[config.mk]
export PLATFORM = sky130hd
export DESIGN_NAME = dmc_dev_flat
export DESIGN_NICKNAME = d
export VERILOG_FILES = /design/src/hdl/dmc_pkg.sv /design/src/hdl/dmc_link_if.sv /design/src/hdl/dmc_dev.sv /design/src/flat_wrapper.sv
export SDC_FILE = /design/constraint.sdc
export NUM_CORES = 1
export LEC_CHECK = 0
export BUFFER_PORTS_ARGS = -buffer_cell sky130_fd_sc_hd__buf_2
export CAP_MARGIN = 20
export CORE_AREA = 2 2 105 107
export CTS_CLUSTER_DIAMETER = 100
export DETAILED_ROUTE_END_ITERATION = 12
export DIE_AREA = 0 0 107 109
export PLACE_DENSITY = 0.77
export SYNTH_ARGS = -nofsm -noshare
export SYNTH_HDL_FRONTEND = slang
export SYNTH_SLANG_ARGS = --single-unit
[constraint.sdc]
create_clock -name CLK -period 1.7 [get_ports CLK]
set_input_delay 0.17 -clock CLK [delete_from_list [all_inputs] [get_ports CLK]]
set_output_delay 0.17 -clock CLK [all_outputs]
set_load 0.02 [all_outputs]
[src/hdl/dmc_pkg.sv]
// shared constants and types for the converter input mux, mode and calibration ends
// assumes both ends run on the same converter clock
package dmc_pkg;

  // ==========================================================
  // data path
  localparam int WORD_W = 12;
  localparam int NUM_CH = 4;
  localparam int GROUP_W = WORD_W * NUM_CH;
  localparam int CH_A_LSB = 0;
  localparam int CH_B_LSB = WORD_W;
  localparam int CH_C_LSB = 2 * WORD_W;
  localparam int CH_D_LSB = 3 * WORD_W;
  localparam logic [WORD_W-1:0] MIDSCALE = 12'h800;
  localparam logic [WORD_W-1:0] WORD_ZERO = 12'h000;
  localparam logic [GROUP_W-1:0] GROUP_ZERO = 48'h0000_0000_0000;

  // ==========================================================
  // clock division and capture cadence
  localparam int DIV_W = 4;
  localparam int DIV8_BIT = 2;
  localparam int DIV16_BIT = 3;
  localparam logic [DIV_W-1:0] DIV_STEP = 4'h1;
  localparam logic [1:0] CAP_PHASE = 2'h0;
  localparam int SKEW_CYCLES = 2;

  // ==========================================================
  // calibration timing, in converter clock cycles
  localparam int CAL_CNT_W = 17;
  // five cycles of trigger sync latency come on top of this count
  localparam int CAL_CYCLES_DEF = 65530;
  localparam int CAL_WAIT_DEF = 65536;
  localparam logic [CAL_CNT_W-1:0] CAL_CNT_ZERO = 17'h00000;
  localparam logic [CAL_CNT_W-1:0] CAL_CNT_STEP = 17'h00001;

  // ==========================================================
  // pin synchroniser lanes
  localparam int SYNC_W = 5;
  localparam int PIN_CAL = 0;
  localparam int PIN_RZ = 1;
  localparam int PIN_RF = 2;
  localparam int PIN_DIV = 3;
  localparam int PIN_SKEW = 4;
  localparam logic [SYNC_W-1:0] SYNC_ZERO = 5'h00;

  // ==========================================================
  // source word phase tracking
  localparam logic [1:0] PHASE_LOCK_NOSKEW = 2'h0;
  localparam logic [1:0] PHASE_LOCK_SKEW = 2'h2;
  localparam logic [1:0] UPDATE_PHASE = 2'h1;
  localparam logic [1:0] PHASE_STEP = 2'h1;
  localparam int FIFO_DEPTH = 2;
  localparam logic [1:0] FIFO_CNT_FULL = 2'h2;
  localparam logic [1:0] FIFO_CNT_STEP = 2'h1;

  typedef enum logic [2:0] {
    MODE_NRZ = 3'b001,
    MODE_RZ = 3'b010,
    MODE_RF = 3'b100
  } dmc_mode_t;

  typedef enum logic [2:0] {
    CAL_IDLE = 3'b001,
    CAL_RUN = 3'b010,
    CAL_HELD = 3'b100
  } dmc_cal_t;

endpackage : dmc_pkg

[src/hdl/dmc_link_if.sv]
// pin bundle between the data source and the converter's digital side
// assumes the source end drives the two clock select pins low out of reset
`timescale 1ns/1ps
`default_nettype none
interface dmc_link_if;
  import dmc_pkg::*;
  logic [WORD_W-1:0] chan_a_word_pos;
  logic [WORD_W-1:0] chan_b_word_pos;
  logic [WORD_W-1:0] chan_c_word_pos;
  logic [WORD_W-1:0] chan_d_word_pos;
  logic calibrate_trigger;
  logic return_zero_select;
  logic doublet_select;
  logic clock_divide_select;
  logic data_clock_skew_select;
  logic source_sync_clock_pos;
  logic source_sync_clock_neg;

  modport dev (
    input chan_a_word_pos, chan_b_word_pos, chan_c_word_pos, chan_d_word_pos,
    input calibrate_trigger, return_zero_select, doublet_select,
    input clock_divide_select, data_clock_skew_select,
    output source_sync_clock_pos, source_sync_clock_neg
  );

  modport src (
    output chan_a_word_pos, chan_b_word_pos, chan_c_word_pos, chan_d_word_pos,
    output calibrate_trigger, return_zero_select, doublet_select,
    output clock_divide_select, data_clock_skew_select,
    input source_sync_clock_pos, source_sync_clock_neg
  );
endinterface : dmc_link_if
`default_nettype wire

[src/hdl/dmc_dev.sv]
// converter end: word capture, A..D serialiser, response mode, data clock, calibration
// assumes the data source shares CLK and times its words from the exported data clock
//
// Summary of operation
// rising calibrate trigger starts a calibration
// source raises trigger only after supplies settle
// source holds words static during calibration
// calibration ends within 65535 clock cycles
// trigger kept high keeps calibration valid
// new calibration after clock stop or power
// two pins decode NRZ, RZ or RF
// default NRZ holds sample whole period
// RZ shows sample then midscale half
// RF shows sample then inverted half
// four 12-bit offset-binary channels, MSB highest
// capture four words every four cycles
// data clock is word rate over 4/2
// divide 1 captures at 0 and 180
// divide 0 captures at quarter points
// skew delays data clock half word period
// skew leaves internal capture timing alone
// source aligns to unskewed capture instants
// skew equals two converter clock cycles
// data clock is CLK over 8 or 16
// clock selects default to zero
// send A, then B, C, D
// source waits 65536 cycles before streaming
`timescale 1ns/1ps
`default_nettype none
module dmc_dev #(
  parameter int CAL_CYCLES = dmc_pkg::CAL_CYCLES_DEF
) (
  // clock, reset, enable
  input wire logic CLK,
  input wire logic RST_N,
  input wire logic CE,
  // pins toward the data source
  dmc_link_if.dev LINK,
  // converter core side
  output logic [dmc_pkg::WORD_W-1:0] SAMPLE_FIRST_HALF,
  output logic [dmc_pkg::WORD_W-1:0] SAMPLE_SECOND_HALF,
  output logic SAMPLE_VALID,
  output dmc_pkg::dmc_mode_t RESPONSE_MODE,
  output logic CAL_BUSY,
  output logic TERM_CALIBRATED
);
  import dmc_pkg::*;

  localparam logic [CAL_CNT_W-1:0] CAL_LAST = CAL_CNT_W'(CAL_CYCLES - 1);

  // ==========================================================
  // pin synchronisers
  logic [SYNC_W-1:0] pin_raw;
  logic [SYNC_W-1:0] sync1_q;
  logic [SYNC_W-1:0] sync2_q;
  logic [SYNC_W-1:0] sync3_q;
  logic [SYNC_W-1:0] pin_q;
  logic [SYNC_W-1:0] pin_d;

  assign pin_raw[PIN_CAL] = LINK.calibrate_trigger;
  assign pin_raw[PIN_RZ] = LINK.return_zero_select;
  assign pin_raw[PIN_RF] = LINK.doublet_select;
  assign pin_raw[PIN_DIV] = LINK.clock_divide_select;
  assign pin_raw[PIN_SKEW] = LINK.data_clock_skew_select;

  // a lane rises only once stages two and three agree high, and drops as soon as they differ
  assign pin_d = (sync2_q & sync3_q) | (pin_q & ~(sync2_q ^ sync3_q));

  always_ff @(posedge CLK) begin
    if (!RST_N) begin
      sync1_q <= SYNC_ZERO;
      sync2_q <= SYNC_ZERO;
      sync3_q <= SYNC_ZERO;
      pin_q <= SYNC_ZERO;
    end else if (CE) begin
      sync1_q <= pin_raw;
      sync2_q <= sync1_q;
      sync3_q <= sync2_q;
      pin_q <= pin_d;
    end
  end

  // ==========================================================
  // calibration sequencer
  dmc_cal_t cal_q;
  logic cal_prev_q;
  logic [CAL_CNT_W-1:0] cal_cnt_q;
  logic cal_rise;

  assign cal_rise = pin_q[PIN_CAL] & ~cal_prev_q;

  always_ff @(posedge CLK) begin
    if (!RST_N) begin
      cal_q <= CAL_IDLE;
      cal_prev_q <= 1'b0;
      cal_cnt_q <= CAL_CNT_ZERO;
      CAL_BUSY <= 1'b0;
      TERM_CALIBRATED <= 1'b0;
    end else if (CE) begin
      cal_prev_q <= pin_q[PIN_CAL];
      case (cal_q)
        CAL_IDLE: begin
          if (cal_rise) begin
            cal_q <= CAL_RUN;
            cal_cnt_q <= CAL_CNT_ZERO;
            CAL_BUSY <= 1'b1;
            TERM_CALIBRATED <= 1'b0;
          end
        end
        CAL_RUN: begin
          // dropping the trigger mid-run abandons the attempt
          if (!pin_q[PIN_CAL]) begin
            cal_q <= CAL_IDLE;
            CAL_BUSY <= 1'b0;
          end else if (cal_cnt_q == CAL_LAST) begin
            cal_q <= CAL_HELD;
            CAL_BUSY <= 1'b0;
            TERM_CALIBRATED <= 1'b1;
          end else begin
            cal_cnt_q <= cal_cnt_q + CAL_CNT_STEP;
          end
        end
        CAL_HELD: begin
          if (!pin_q[PIN_CAL]) begin
            cal_q <= CAL_IDLE;
            TERM_CALIBRATED <= 1'b0;
          end
        end
        default: begin
          cal_q <= CAL_IDLE;
          CAL_BUSY <= 1'b0;
          TERM_CALIBRATED <= 1'b0;
        end
      endcase
    end
  end

  // ==========================================================
  // response mode decode
  dmc_mode_t mode_d;

  always_comb begin
    case ({pin_q[PIN_RF], pin_q[PIN_RZ]})
      2'b01: mode_d = MODE_RZ;
      2'b10: mode_d = MODE_RF;
      // the forbidden both-high case also falls back to NRZ
      default: mode_d = MODE_NRZ;
    endcase
  end

  always_ff @(posedge CLK) begin
    if (!RST_N) begin
      RESPONSE_MODE <= MODE_NRZ;
    end else if (CE) begin
      RESPONSE_MODE <= mode_d;
    end
  end

  // ==========================================================
  // divider and exported data clock
  logic [DIV_W-1:0] div_cnt_q;
  logic clk_raw;
  logic dly1_q;
  logic dly2_q;
  logic ssc_q;
  logic ssc_n_q;
  logic ssc_d;

  // high half of the period starts on a capture instant
  assign clk_raw = pin_q[PIN_DIV] ? ~div_cnt_q[DIV8_BIT] : ~div_cnt_q[DIV16_BIT];
  // skew taps a two-stage delay, never the capture counter
  assign ssc_d = pin_q[PIN_SKEW] ? dly2_q : clk_raw;

  always_ff @(posedge CLK) begin
    if (!RST_N) begin
      div_cnt_q <= {DIV_W{1'b0}};
      dly1_q <= 1'b0;
      dly2_q <= 1'b0;
      ssc_q <= 1'b0;
      ssc_n_q <= 1'b1;
    end else if (CE) begin
      div_cnt_q <= div_cnt_q + DIV_STEP;
      dly1_q <= clk_raw;
      dly2_q <= dly1_q;
      ssc_q <= ssc_d;
      ssc_n_q <= ~ssc_d;
    end
  end

  assign LINK.source_sync_clock_pos = ssc_q;
  assign LINK.source_sync_clock_neg = ssc_n_q;

  // ==========================================================
  // word capture and A..D serialiser
  logic capture;
  logic [3*WORD_W-1:0] hold_q;
  logic [WORD_W-1:0] cur;

  // capture cadence is the unskewed counter, one word slot in four
  assign capture = (div_cnt_q[1:0] == CAP_PHASE);
  assign cur = capture ? LINK.chan_a_word_pos : hold_q[3*WORD_W-1:2*WORD_W];

  always_ff @(posedge CLK) begin
    if (!RST_N) begin
      hold_q <= {3{WORD_ZERO}};
      SAMPLE_VALID <= 1'b0;
    end else if (CE) begin
      if (capture) begin
        hold_q <= {LINK.chan_b_word_pos, LINK.chan_c_word_pos, LINK.chan_d_word_pos};
        SAMPLE_VALID <= 1'b1;
      end else begin
        hold_q <= {hold_q[2*WORD_W-1:0], WORD_ZERO};
      end
    end
  end

  // ==========================================================
  // half-period shaping
  // offset binary: bitwise inversion mirrors about midscale
  always_ff @(posedge CLK) begin
    if (!RST_N) begin
      SAMPLE_FIRST_HALF <= MIDSCALE;
      SAMPLE_SECOND_HALF <= MIDSCALE;
    end else if (CE) begin
      SAMPLE_FIRST_HALF <= cur;
      case (mode_d)
        MODE_RZ: SAMPLE_SECOND_HALF <= MIDSCALE;
        MODE_RF: SAMPLE_SECOND_HALF <= ~cur;
        MODE_NRZ: SAMPLE_SECOND_HALF <= cur;
        default: SAMPLE_SECOND_HALF <= cur;
      endcase
    end
  end

endmodule : dmc_dev
`default_nettype wire

[src/flat_wrapper.sv]
// flat-port wrapper written by rule: the top's interface ports become plain ports
module dmc_dev_flat import dmc_pkg::*;
#(
  parameter int CAL_CYCLES = dmc_pkg::CAL_CYCLES_DEF
)
  (CLK, RST_N, CE, SAMPLE_FIRST_HALF, SAMPLE_SECOND_HALF, SAMPLE_VALID, RESPONSE_MODE, CAL_BUSY, TERM_CALIBRATED, LINK_chan_a_word_pos, LINK_chan_b_word_pos, LINK_chan_c_word_pos, LINK_chan_d_word_pos, LINK_calibrate_trigger, LINK_return_zero_select, LINK_doublet_select, LINK_clock_divide_select, LINK_data_clock_skew_select, LINK_source_sync_clock_pos, LINK_source_sync_clock_neg);
  dmc_link_if LINK_i ();
  input wire logic CLK;
  input wire logic RST_N;
  input wire logic CE;
  output logic [dmc_pkg::WORD_W-1:0] SAMPLE_FIRST_HALF;
  output logic [dmc_pkg::WORD_W-1:0] SAMPLE_SECOND_HALF;
  output logic SAMPLE_VALID;
  output dmc_pkg::dmc_mode_t RESPONSE_MODE;
  output logic CAL_BUSY;
  output logic TERM_CALIBRATED;
  input wire logic [$bits(LINK_i.chan_a_word_pos)-1:0] LINK_chan_a_word_pos;
  input wire logic [$bits(LINK_i.chan_b_word_pos)-1:0] LINK_chan_b_word_pos;
  input wire logic [$bits(LINK_i.chan_c_word_pos)-1:0] LINK_chan_c_word_pos;
  input wire logic [$bits(LINK_i.chan_d_word_pos)-1:0] LINK_chan_d_word_pos;
  input wire logic [$bits(LINK_i.calibrate_trigger)-1:0] LINK_calibrate_trigger;
  input wire logic [$bits(LINK_i.return_zero_select)-1:0] LINK_return_zero_select;
  input wire logic [$bits(LINK_i.doublet_select)-1:0] LINK_doublet_select;
  input wire logic [$bits(LINK_i.clock_divide_select)-1:0] LINK_clock_divide_select;
  input wire logic [$bits(LINK_i.data_clock_skew_select)-1:0] LINK_data_clock_skew_select;
  output wire logic [$bits(LINK_i.source_sync_clock_pos)-1:0] LINK_source_sync_clock_pos;
  output wire logic [$bits(LINK_i.source_sync_clock_neg)-1:0] LINK_source_sync_clock_neg;
  assign LINK_i.chan_a_word_pos = LINK_chan_a_word_pos;
  assign LINK_i.chan_b_word_pos = LINK_chan_b_word_pos;
  assign LINK_i.chan_c_word_pos = LINK_chan_c_word_pos;
  assign LINK_i.chan_d_word_pos = LINK_chan_d_word_pos;
  assign LINK_i.calibrate_trigger = LINK_calibrate_trigger;
  assign LINK_i.return_zero_select = LINK_return_zero_select;
  assign LINK_i.doublet_select = LINK_doublet_select;
  assign LINK_i.clock_divide_select = LINK_clock_divide_select;
  assign LINK_i.data_clock_skew_select = LINK_data_clock_skew_select;
  assign LINK_source_sync_clock_pos = LINK_i.source_sync_clock_pos;
  assign LINK_source_sync_clock_neg = LINK_i.source_sync_clock_neg;
  dmc_dev #(.CAL_CYCLES(CAL_CYCLES)) u_core (.CLK(CLK), .RST_N(RST_N), .CE(CE), .LINK(LINK_i), .SAMPLE_FIRST_HALF(SAMPLE_FIRST_HALF), .SAMPLE_SECOND_HALF(SAMPLE_SECOND_HALF), .SAMPLE_VALID(SAMPLE_VALID), .RESPONSE_MODE(RESPONSE_MODE), .CAL_BUSY(CAL_BUSY), .TERM_CALIBRATED(TERM_CALIBRATED));
endmodule
* Yosys cells after proc, flatten, opt, wreduce, memory -nomap -nowiden
Index checks and enable logic that the tools add are counted.
Word-level totals: register bits 115, input port bits 56, output and inout port bits 32, word-level logic and storage cells 78
Operators by class: add/subtract/negate cells 2, equality and inequality tests 14, muxes and demuxes 24, bitwise logic cells 12, reduce and logical (&&, ||, !) cells 7
Operators with widths (count):
- 17-bit two-way mux | 3
- 36-bit two-way mux | 1
- 17-bit case mux with 2 select lines | 1
- 12-bit case mux with 2 select lines | 1
- 17-bit by 1-bit adder with 17-bit output (second input constant) | 1
- 17-bit by 16-bit == test with 1-bit output (second input constant) | 1
- 12-bit two-way mux | 1
- 3-bit two-way mux | 4
- 12-bit NOT | 1
- 5-bit bitwise AND | 2
- 5-bit AND reduction | 2
- 1-bit two-way mux | 9
- 3-bit case mux with 3 select lines | 1
- 4-bit AND reduction | 2
- 3-bit by 2-bit == test with 1-bit output (second input constant) | 2
- 3-bit == test (second input constant) | 2
- 2-bit by 1-bit != test with 1-bit output (second input constant) | 3
- 1-bit case mux with 3 select lines | 2
- 3-bit case mux with 2 select lines | 1
- 1-bit NOT | 5
- 5-bit NOT | 1
- 5-bit bitwise OR | 1
- 5-bit XOR | 1
- 4-bit by 1-bit adder with 4-bit output (second input constant) | 1
- 9 further kinds | 10

* Depth between registers and ports, before layout
Gate-level depths: netlist (run 1).
depth after elaboration 4, mapped depth 8, depth with buffers taken out 7

* Worst setup path before layout (run 1)
No wires, ideal clock.
path kind register to register, start point reg u_core.div_cnt_q[0], end point reg u_core.SAMPLE_SECOND_HALF[1] (netlist bit), setup time 0.116 ns, arrival time 1.634 ns, data required time 1.584 ns, path slack -0.051 ns, stages on the path, launching flop included 9, buffers on the path 2, clock period less this slack 1.751 ns, path through dfxtp_1 inv_1 ha_1 buf_2 buf_2 mux2i_1 mux2i_1 nand2_1 o211a_1
Between the ends: cells in the longest elaborated chain, start to end 4
Ends and longest elaborated chain:
- start, declared | RTL line dmc_dev.sv:161 | logic [DIV_W-1:0] div_cnt_q;
- start signal, assigned | RTL line dmc_dev.sv:176 | div_cnt_q <= {DIV_W{1'b0}};
- start signal, assigned | RTL line dmc_dev.sv:182 | div_cnt_q <= div_cnt_q + DIV_STEP;
- 2-bit zero test * | RTL line dmc_dev.sv:200 | assign capture = (div_cnt_q[1:0] == CAP_PHASE);
- 12-bit two-way mux * | RTL line dmc_dev.sv:201 | assign cur = capture ? LINK.chan_a_word_pos : hold_q[3*WORD_W-1:2*WORD_W];
- 12-bit NOT | RTL line dmc_dev.sv:228 | MODE_RF: SAMPLE_SECOND_HALF <= ~cur;
- 12-bit case mux with 2 select lines * | RTL line dmc_dev.sv:226 | case (mode_d)
- end signal, assigned | RTL line dmc_dev.sv:228
- end signal, assigned | RTL line dmc_dev.sv:229 | MODE_NRZ: SAMPLE_SECOND_HALF <= cur;
- end signal, assigned | RTL line dmc_dev.sv:230 | default: SAMPLE_SECOND_HALF <= cur;
- end, declared | RTL line dmc_dev.sv:41 | output logic [dmc_pkg::WORD_W-1:0] SAMPLE_SECOND_HALF,
Every way passes the cells marked *; elsewhere a longest branch is shown, timed or not. A chain may end at the register's enable or synchronous reset.

* Worst setup path in the final report (run 1)
start point reg u_core.cal_prev_q, end point reg u_core.cal_cnt_q[11]
Between the ends: cells in the longest elaborated chain, start to end 4
Ends and longest elaborated chain:
- start, declared | RTL line dmc_dev.sv:86 | logic cal_prev_q;
- start signal, assigned | RTL line dmc_dev.sv:100 | cal_prev_q <= pin_q[PIN_CAL];
- 1-bit NOT | RTL line dmc_dev.sv:90 | assign cal_rise = pin_q[PIN_CAL] & ~cal_prev_q;
- 1-bit bitwise AND | RTL line dmc_dev.sv:90
- 2-bit by 1-bit != test with 1-bit output (no line)
- 5-bit AND reduction (no line)
- end signal, assigned | RTL line dmc_dev.sv:120 | cal_cnt_q <= cal_cnt_q + CAL_CNT_STEP;
- end, declared | RTL line dmc_dev.sv:87 | logic [CAL_CNT_W-1:0] cal_cnt_q;
Every way passes these cells.

==> results.json, run 1 <==
{
  "status": "finished clean",
  "wl_per_cell_um": 15.10,
  "worst-path-buf-inv": 0,
  "netlist_area_um2": 5298,
  "grt_max_degree": 70,
  "place_area_um2": 5912,
  "vias": 4273,
  "slowest_stage": "dfxtp_1",
  "diodes": 0,
  "yosys.area.top_type": "dfxtp_1",
  "powerDensity_nw_per_um2": 1129,
  "crit_path_max_fanout": 4,
  "min_from": "LINK_chan_c_word_pos[8]",
  "std_cell_rows": 38,
  "rsz0062_at_grt": "yes",
  "vdd_drop_max_mv": 0.7306,
  "syn_nets": 608,
  "ys_warn_count": 0,
  "synthTopCellsByArea": "dfxtp_1 (43%), mux2i_1 (13%), o211a_1 (8.9%)",
  "cts.sinks": 115,
  "synth.distinct_cells": 57,
  "tightest_slew_ns": 0.6211,
  "async_reset_ff_frac": 0,
  "finalSetupViolCount": 0,
  "grt.overflow.total": 0,
  "cp.required_ns": 2.15,
  "cpPeakStageDelay_ns": 0.35,
  "period_needed_ns": 1.646,
  "final_common_cell": "dfxtp_1",
  "worstPathCellList": "nor3b_4 -> o211a_1 -> nand3_1 -> or3_4 -> a21oi_2",
  "dp_hpwl_mm": 7.896,
  "fin_worst_skew_ns": 0.008639,
  "reg2regPathDepth": 5,
  "fin_ws_ns": 0.05385,
  "whs_path_depth": 4,
  "grt_usage": 0.2066,
  "crit_family": "simple AND/OR/NAND/NOR gates",
  "p_leak_uw": 0.003348,
  "synth.avg_cell_area_um2": 9.792,
  "firstDrtPassIters": 4,
  "drt_iter0_drc": 250,
  "chipWidth_um": 107,
  "routabilityCongestion": 0.8656,
  "cts_root_buf": "clkbuf_8",
  "final_antenna_net_count": 0,
  "synth-seq-area-share": 0.4346,
  "r2r_setup_slack_ns": 0.05,
  "relSlewSlack": 0.5859,
  "worstReg2RegStart": "u_core.cal_prev_q$_SDFFE_PN0P_",
  "stdcell_area_um2": 6810,
  "dpl_worst_slack_ns": -0.1470,
  "path_class": "reg -> reg",
  "cp-end-kind": "flip-flop",
  "synth_top_area_frac": 0.4346,
  "cts.clk_slew.worst_paths_ns": 0.06,
  "startpoint_type": "flip-flop",
  "routed_via_density": 5.321,
  "syn_inst": 541,
  "io_buffer_count": 87,
  "synth_edf_count": 0,
  "wl_mm": 12.13,
  "layout_common_cells": "dfxtp_1 (111), buf_2 (86), nand2_1 (71), mux2i_1 (69), o211a_1 (47)",
  "drcViolationCount": 0,
  "fin_nets": 718,
  "slew_violations": 0,
  "ctsHtreeMaxLevel": 4,
  "cts_buffers": 17,
  "grt_pass1_wl_mm": 19.14,
  "insertion_delay_ns": 0.52,
  "synth_seq_cells": 115,
  "layout-drive-gt1-share": 0.2489,
  "die_h_um": 109,
  "die-area_um2": 11660,
  "synth-main-ff-cell": "dfxtp_1",
  "antenna_found_initial": 0,
  "grt_pass1_vias": 4069,
  "cts_buffer_depth": 2,
  "finalCritPeriodShare": 0.9683,
  "hp-class": "in -> reg",
  "arrival_ns": 2.09,
  "start_util": 0.4996,
  "area_growth_pct": 28.55,
  "fmax_mhz": 607.5,
  "whs_ns": 0.003427,
  "io_pins": 88,
  "maxCapViolations": 0,
  "crit-reg2reg-capture": "u_core.cal_cnt_q[11]$_SDFFE_PN0P_",
  "hold_viol_final": 0,
  "cts_tree": "built",
  "core-area_um2": 10600,
  "whs_endpoint": "u_core.hold_q[20]$_SDFFE_PN0P_",
  "finalSetupTns_ns": 0
}
[tightest hold or removal path, delay by kind of cell]
kind / cells / cell delay (ns)
and+or+nand+nor: 1 / 0.06
buffers and inverters: 1 / 0.07
muxes: 1 / 0.06
AOI/OAI and AO/OA: 1 / 0.12
[registers in the layout, summed over array words and instances (netlist names), 3 cells and up]
signal	cells
u_core.sync3_q	5
u_core.hold_q	36
u_core.sync2_q	5
u_core.SAMPLE_SECOND_HALF	12
u_core.SAMPLE_FIRST_HALF	12
u_core.sync1_q	5
u_core.RESPONSE_MODE	3
u_core.cal_q	3
u_core.cal_cnt_q	17
u_core.div_cnt_q	4
u_core.pin_q	5
[layer usage]
| metal | track usage | share of wire | up-vias | routed length (um) |
|---|---|---|---|---|
| met5 | 0 | 0 | - | 0 |
| met3 | 0.04961 | 0.044 | 13 | 538 |
| met2 | 0.3453 | 0.49 | 88 | 5918 |
| met4 | 0.05937 | 0.0092 | 0 | 112 |
| li1 | - | - | 2141 | - |
| met1 | 0.2673 | 0.46 | 2031 | 5559 |
[how the worst max path moves through the flow]
stage	slack [ns]	to	from	depth (start not counted)
final	0.05	u_core.cal_cnt_q[11]$_SDFFE_PN0P_	u_core.cal_prev_q$_SDFFE_PN0P_	5
after global routing	-0.03	u_core.cal_cnt_q[6]$_SDFFE_PN0P_	u_core.cal_prev_q$_SDFFE_PN0P_	5
after CTS	0.007	u_core.cal_cnt_q[6]$_SDFFE_PN0P_	u_core.cal_q[1]$_SDFFE_PN0P_	5
after detailed placement	-0.15	u_core.cal_cnt_q[11]$_SDFFE_PN0P_	u_core.cal_cnt_q[1]$_SDFFE_PN0P_	7
after global placement	0.02	u_core.cal_cnt_q[15]$_SDFFE_PN0P_	u_core.cal_cnt_q[1]$_SDFFE_PN0P_	7
after floorplan	0.02	u_core.SAMPLE_SECOND_HALF[1]$_SDFFE_PN0P_	u_core.div_cnt_q[0]$_SDFFE_PN0P_	8
[synth_stat cells, types with 6 or more instances]
cell,instances
a21oi_1,9
a22oi_1,17
and2_1,6
buf_1,7
buf_2,8
clkbuf_1,20
dfxtp_1,115
ha_1,11
inv_1,9
mux2i_1,70
nand2_1,72
nand3_1,9
nor2_1,11
nor2b_1,40
o211a_1,47
o21ai_0,16
or3_1,8
xnor2_1,6
[area by class of cell]
type	instances	area [um2]
multi-input combinational	376	2805
clock buffer	22	473.0
clock inverter	9	175.2
fill	849	3792
inverter	10	37.54
timing repair buffer	131	834.6
tap	140	175.2
sequential	115	2310
[per-stage QoR]
stage	std cells	power, uW	util
after global routing	803	7949	0.6423
after detailed placement	751	3807	0.5576
after floorplan	541	3549	-
final	803	7689	0.6423
after global placement	751	3781	0.5576
after CTS	803	7710	0.6395
[power breakdown]
group / switching [uW] / internal (uW)
Clock: 1220 / 2670
Sequential: 77.8 / 2840
Combinational: 459 / 427
Total: 1750 / 5930
[timing repair]
| item | in CTS | in global routing |
|---|---|---|
| endpoints found under the setup margin | 18 | 15 |
| gates resized for setup | 4 | 12 |
| buffers inserted | 1 | 0 |
| endpoints found under the hold margin | 20 | 0 |
| pin swaps | 1 | 1 |
| cloned | 0 | 0 |
| hold buffers | 20 | 0 |
[cells by family (layout without fill, tap and decap cells)]
logic type               count (synthesis)  in the layout  share of synthesized area
AO/OA/AOI/OAI                          109            109                     0.1710
multiplexers                            71             71                     0.1344
adder cells (fa/ha/maj)                 11             11                    0.02598
AND/OR/NAND/NOR                        176            176                     0.1769
XOR/XNOR                                 9              9                    0.01488
buffers and inverters                   50            172                    0.04228
flip-flops                             115            115                     0.4346
(Power assumes the default switching activity.)
==> run 2, diff against run 1 <==
CORE_AREA = 2 2 104 106   (was 2 2 105 107)
DIE_AREA = 0 0 106 108   (was 0 0 107 109)
PLACE_DENSITY = 0.76   (was 0.77)
clock period = 2 ns   (was 1.7 ns; I/O delays follow)
==> results.json, run 2 (synthesis gave the netlist of run 1 again) <==
{
  "grt_pass1_wl_mm": 18.89,
  "chipWidth_um": 106,
  "slew_violations": 0,
  "ctsHtreeMaxLevel": 4,
  "fin_nets": 704,
  "whs_path_depth": 4,
  "final_antenna_net_count": 0,
  "place_area_um2": 5819,
  "startpoint_type": "flip-flop",
  "cp.required_ns": 2.44,
  "cts_tree": "built",
  "grt_pass1_vias": 4063,
  "vias": 4167,
  "grt_usage": 0.2054,
  "path_class": "reg -> reg",
  "min_from": "LINK_chan_c_word_pos[8]",
  "wl_mm": 11.64,
  "arrival_ns": 2.27,
  "cp-end-kind": "flip-flop",
  "relSlewSlack": 0.5863,
  "fin_worst_skew_ns": 0.008664,
  "reg2regPathDepth": 5,
  "hold_viol_final": 0,
  "tightest_slew_ns": 0.6193,
  "std_cell_rows": 37,
  "drcViolationCount": 0,
  "cts_root_buf": "clkbuf_8",
  "largest_reg_flops": 36,
  "fillCellCount": 802,
  "vdd_drop_max_mv": 0.5347,
  "grt_max_degree": 64,
  "area_growth_pct": 24.35,
  "layout-drive-gt1-share": 0.2215,
  "firstDrtPassIters": 7,
  "maxCapViolations": 0,
  "io_pins": 88,
  "dp_hpwl_mm": 7.811,
  "top_regs": "u_core.hold_q (36), u_core.cal_cnt_q (17)",
  "rsz0062_at_grt": "no",
  "routabilityCongestion": 0.8258,
  "final_common_cell": "dfxtp_1",
  "r2r_setup_slack_ns": 0.17,
  "io_buffer_count": 87,
  "routed_via_density": 5.302,
  "worstReg2RegStart": "u_core.cal_q[0]$_SDFFE_PN1P_",
  "finalSetupTns_ns": 0,
  "hp-class": "in -> reg",
  "status": "finished clean",
  "p_leak_uw": 0.003242,
  "cts_buffer_depth": 2,
  "finalSetupViolCount": 0,
  "die-area_um2": 11450,
  "start_util": 0.5178,
  "crit-reg2reg-capture": "u_core.cal_cnt_q[4]$_SDFFE_PN0P_",
  "die_h_um": 108,
  "core-area_um2": 10230,
  "period_needed_ns": 1.834,
  "grt.overflow.total": 0,
  "antenna_found_initial": 0,
  "diodes": 0,
  "regMostFlops": "u_core.hold_q",
  "drt_iter0_drc": 221,
  "fmax_mhz": 545.3,
  "layout_common_cells": "dfxtp_1 (115), buf_2 (86), nand2_1 (72), mux2i_1 (70), o211a_1 (47)",
  "wl_per_cell_um": 14.81,
  "powerDensity_nw_per_um2": 947.1,
  "whs_endpoint": "u_core.hold_q[20]$_SDFFE_PN0P_",
  "stdcell_area_um2": 6588,
  "finalCritPeriodShare": 0.9169,
  "power_uw": 6239,
  "cts_buffers": 17,
  "insertion_delay_ns": 0.51,
  "cts.sinks": 115,
  "cts.clk_slew.worst_paths_ns": 0.06,
  "crit_path_max_fanout": 10
}
run 2: cell types whose count changed in the layout (fill, tap and decap cells not counted), sizes merged:
cell,change
bufinv,-2
dlygate4sd3,-3
buf,-11
clkbuf,-4
clkinv,+4
inv,+3
run 2: layout make-up:
cell class | count | area [um2] | area share
Tap cell | 136 | 170.2 | 0.02583
Clock buffer | 18 | 417.9 | 0.06344
Timing Repair Buffer | 117 | 705.7 | 0.1071
Multi-Input combinational cell | 376 | 2774 | 0.4211
Clock inverter | 14 | 180.2 | 0.02735
Inverter | 10 | 37.54 | 0.005698
Sequential cell | 115 | 2302 | 0.3495
run 2: how the worst max path moves through the flow:
| stage | from | to | cells after the start |
|---|---|---|---|
| 6_report | u_core.cal_q[0]$_SDFFE_PN1P_ | u_core.cal_cnt_q[4]$_SDFFE_PN0P_ | 5 |
| 5_1_grt | u_core.div_cnt_q[0]$_SDFFE_PN0P_ | u_core.SAMPLE_SECOND_HALF[4]$_SDFFE_PN0P_ | 7 |
| 4_1_cts | u_core.cal_cnt_q[0]$_SDFFE_PN0P_ | u_core.cal_cnt_q[11]$_SDFFE_PN0P_ | 6 |
| 3_5_place_dp | u_core.cal_cnt_q[0]$_SDFFE_PN0P_ | u_core.cal_cnt_q[13]$_SDFFE_PN0P_ | 6 |
| 3_3_place_gp | u_core.div_cnt_q[0]$_SDFFE_PN0P_ | u_core.SAMPLE_SECOND_HALF[7]$_SDFFE_PN0P_ | 7 |
| 2_1_floorplan | u_core.div_cnt_q[0]$_SDFFE_PN0P_ | u_core.SAMPLE_SECOND_HALF[1]$_SDFFE_PN0P_ | 8 |
run 2: metal layers:
metal  up-vias  GRT usage  share of wire
met4         0    0.05357         0.0068
met3         9    0.05244          0.041
met2        91     0.3521           0.49
li1       2120          -              -
met5         -          0              0
met1      1947     0.2593           0.46
run 2: report_power, final:
| group | switching [uW] | total, uW | internal, uW |
|---|---|---|---|
| sequential | 71.0 | 2480 | 2410 |
| combinational | 377 | 720 | 343 |
| clock | 1120 | 3040 | 1910 |
run 2: repair_timing:
item | in CTS | in global routing
endpoints found under the hold margin | 17 | 0
buffers inserted | 0 | 0
gates resized for setup | 0 | 1
hold buffers | 17 | 0
endpoints found under the setup margin | 0 | 2
run 2: per-stage QoR:
stage	hold WS [ns]	std cells	setup WS, ns	utilization
after detailed placement	0.4393	737	0.1538	0.5688
after floorplan	0.3523	541	0.2494	-
after global placement	0.4340	737	0.2117	0.5688
final	0.03465	786	0.1661	0.6439
after global routing	0.03963	786	0.04333	0.6439
after CTS	0.02639	786	0.1207	0.6439
run 2: worst max-delay path, stage by stage, from the launching register on:
cell and delay, ns:
dfxtp_1 0.49, nor3b_4 0.36, o21ai_1 0.16, a31o_4 0.27, or3_1 0.34, a21oi_1 0.14
==> run 3, diff against run 2 <==
CELL_PAD_IN_SITES_DETAIL_PLACEMENT = 0   (was unset)
CELL_PAD_IN_SITES_GLOBAL_PLACEMENT = 2   (was unset)
CORE_AREA = 2 2 122 124   (was 2 2 104 106)
DIE_AREA = 0 0 124 126   (was 0 0 106 108)
PLACE_DENSITY = 0.85   (was 0.76)
SKIP_CTS_REPAIR_TIMING = 1   (was unset)
==> results.json, run 3 (synthesis gave the netlist of run 1 again) <==
{
  "drcViolationCount": 0,
  "cts_tree": "built",
  "grt.overflow.total": 0,
  "reg2regPathDepth": 6,
  "vias": 4063,
  "io_buffer_count": 87,
  "diodes": 0,
  "insertion_delay_ns": 0.42,
  "startpoint_type": "flip-flop",
  "firstDrtPassIters": 4,
  "crit_family": "compound AO/OA/AOI/OAI gates",
  "p_leak_uw": 0.003189,
  "powerDensity_nw_per_um2": 968.5,
  "finalSetupViolCount": 0,
  "fin_worst_skew_ns": 0.007207,
  "chipWidth_um": 124,
  "cts.clk_slew.worst_paths_ns": 0.05,
  "min_from": "LINK_clock_divide_select",
  "r2r_setup_slack_ns": 0.20,
  "fin_ws_ns": 0.2037,
  "relSlewSlack": 0.4956,
  "tightest_slew_ns": 0.7551,
  "cp.depth": 6,
  "grt_usage": 0.1550,
  "grt_util_met3": 0.04484,
  "crit-reg2reg-capture": "u_core.cal_cnt_q[13]$_SDFFE_PN0P_",
  "slew_violations": 0,
  "grt_pass1_vias": 3892,
  "area_growth_pct": 22.98,
  "regMostFlops": "u_core.hold_q",
  "worstPathCellList": "ha_1 -> nand4b_1 -> nor4_4 -> a31o_2 -> o21ai_0 -> a21oi_1",
  "vdd_drop_max_mv": 0.6317,
  "path_class": "reg -> reg",
  "routabilityCongestion": 0.7370,
  "cts_root_buf": "clkbuf_16",
  "fillCellCount": 1401,
  "layout_common_cells": "dfxtp_1 (115), buf_2 (86), nand2_1 (72), mux2i_1 (70), o211a_1 (47)",
  "core-area_um2": 14310,
  "place_area_um2": 5899,
  "finalCritPeriodShare": 0.8981,
  "top_regs": "u_core.hold_q (36), u_core.cal_cnt_q (17)",
  "multi_input_area_um2": 2775,
  "final_cells": 813,
  "cts_buffers": 17,
  "fin_nets": 683,
  "layout-drive-gt1-share": 0.2226,
  "hold_viol_final": 0,
  "gr-max-usage-layer": "met2",
  "die_h_um": 126,
  "std_cell_rows": 44,
  "dpl_worst_slack_ns": 0.1150,
  "dp_hpwl_mm": 7.840,
  "start_util": 0.3701,
  "use_met2": 0.2421,
  "whs_endpoint": "u_core.sync1_q[3]$_SDFFE_PN0P_",
  "worst-path-buf-inv": 0,
  "final_antenna_net_count": 0,
  "worstReg2RegStart": "u_core.cal_cnt_q[0]$_SDFFE_PN0P_",
  "status": "finished clean",
  "final_common_cell": "dfxtp_1",
  "cp.required_ns": 2.35,
  "cts_buffer_depth": 2,
  "hp-class": "in -> reg",
  "largest_reg_flops": 36,
  "register_area_um2": 2302,
  "die-area_um2": 15620,
  "crit_path_max_fanout": 11,
  "slowest_stage": "dfxtp_1",
  "cts.sinks": 115,
  "ctsHtreeMaxLevel": 4,
  "grt_max_degree": 103,
  "period_needed_ns": 1.796,
  "routed_via_density": 4.998,
  "grt_pass1_wl_mm": 18.87,
  "finalSetupTns_ns": 0,
  "rsz0062_at_grt": "no",
  "maxCapViolations": 0,
  "antenna_found_initial": 0,
  "drt_iter0_drc": 149,
  "stdcell_area_um2": 6515,
  "use_met1": 0.1958,
  "cpPeakStageDelay_ns": 0.40,
  "arrival_ns": 2.14,
  "fmax_mhz": 556.7,
  "whs_path_depth": 3,
  "wl_per_cell_um": 14.43,
  "io_pins": 88,
  "wl_mm": 11.73,
  "dp_cells": 781,
  "cp-end-kind": "flip-flop"
}
[run 3: layout make-up]
class | count | area share
clock buffer | 23 | 0.07490
clock inverter | 9 | 0.01940
inverter | 10 | 0.005761
multi-input combinational | 376 | 0.4260
sequential | 115 | 0.3534
tap | 184 | 0.03534
timing repair buffer | 96 | 0.08527
[run 3: where the power goes]
group / switching (uW) / internal [uW]
clock network: 1050 / 2080
registers: 67.0 / 2410
logic: 368 / 336
[run 3: per-layer routing]
metal	vias up	share of wire
met5	-	0
met4	0	0.018
met3	15	0.051
met2	79	0.46
met1	1885	0.47
li1	2084	-
[run 3: through the flow]
| stage | total power, uW | utilization | hold slack [ns] |
|---|---|---|---|
| 4_1_cts | 6402 | 0.4551 | 0.02229 |
| 2_1_floorplan | 3014 | - | 0.3523 |
| 3_3_place_gp | 3228 | 0.4122 | 0.4463 |
| 3_5_place_dp | 3242 | 0.4122 | 0.4476 |
| 5_1_grt | 6562 | 0.4552 | 0.03181 |
| 6_report | 6309 | 0.4552 | 0.03825 |
[run 3: worst register-to-register path: cells and delay by family (launching register included)]
family	cells	cell delay [ns]
flops	1	0.40
simple gates	2	0.56
fa+ha+maj	1	0.18
compound gates	3	0.59
[run 3: worst max-delay path by stage]
stage	from	endpoint	slack, ns
3_3_place_gp	u_core.div_cnt_q[0]$_SDFFE_PN0P_	u_core.hold_q[10]$_SDFFE_PN0P_	0.26
3_5_place_dp	u_core.cal_cnt_q[0]$_SDFFE_PN0P_	u_core.cal_cnt_q[9]$_SDFFE_PN0P_	0.11
6_report	u_core.cal_cnt_q[0]$_SDFFE_PN0P_	u_core.cal_cnt_q[13]$_SDFFE_PN0P_	0.20
5_1_grt	u_core.pin_q[1]$_SDFFE_PN0P_	u_core.SAMPLE_SECOND_HALF[10]$_SDFFE_PN0P_	0.02
2_1_floorplan	u_core.div_cnt_q[0]$_SDFFE_PN0P_	u_core.SAMPLE_SECOND_HALF[1]$_SDFFE_PN0P_	0.25
4_1_cts	u_core.cal_cnt_q[0]$_SDFFE_PN0P_	u_core.cal_cnt_q[11]$_SDFFE_PN0P_	0.09
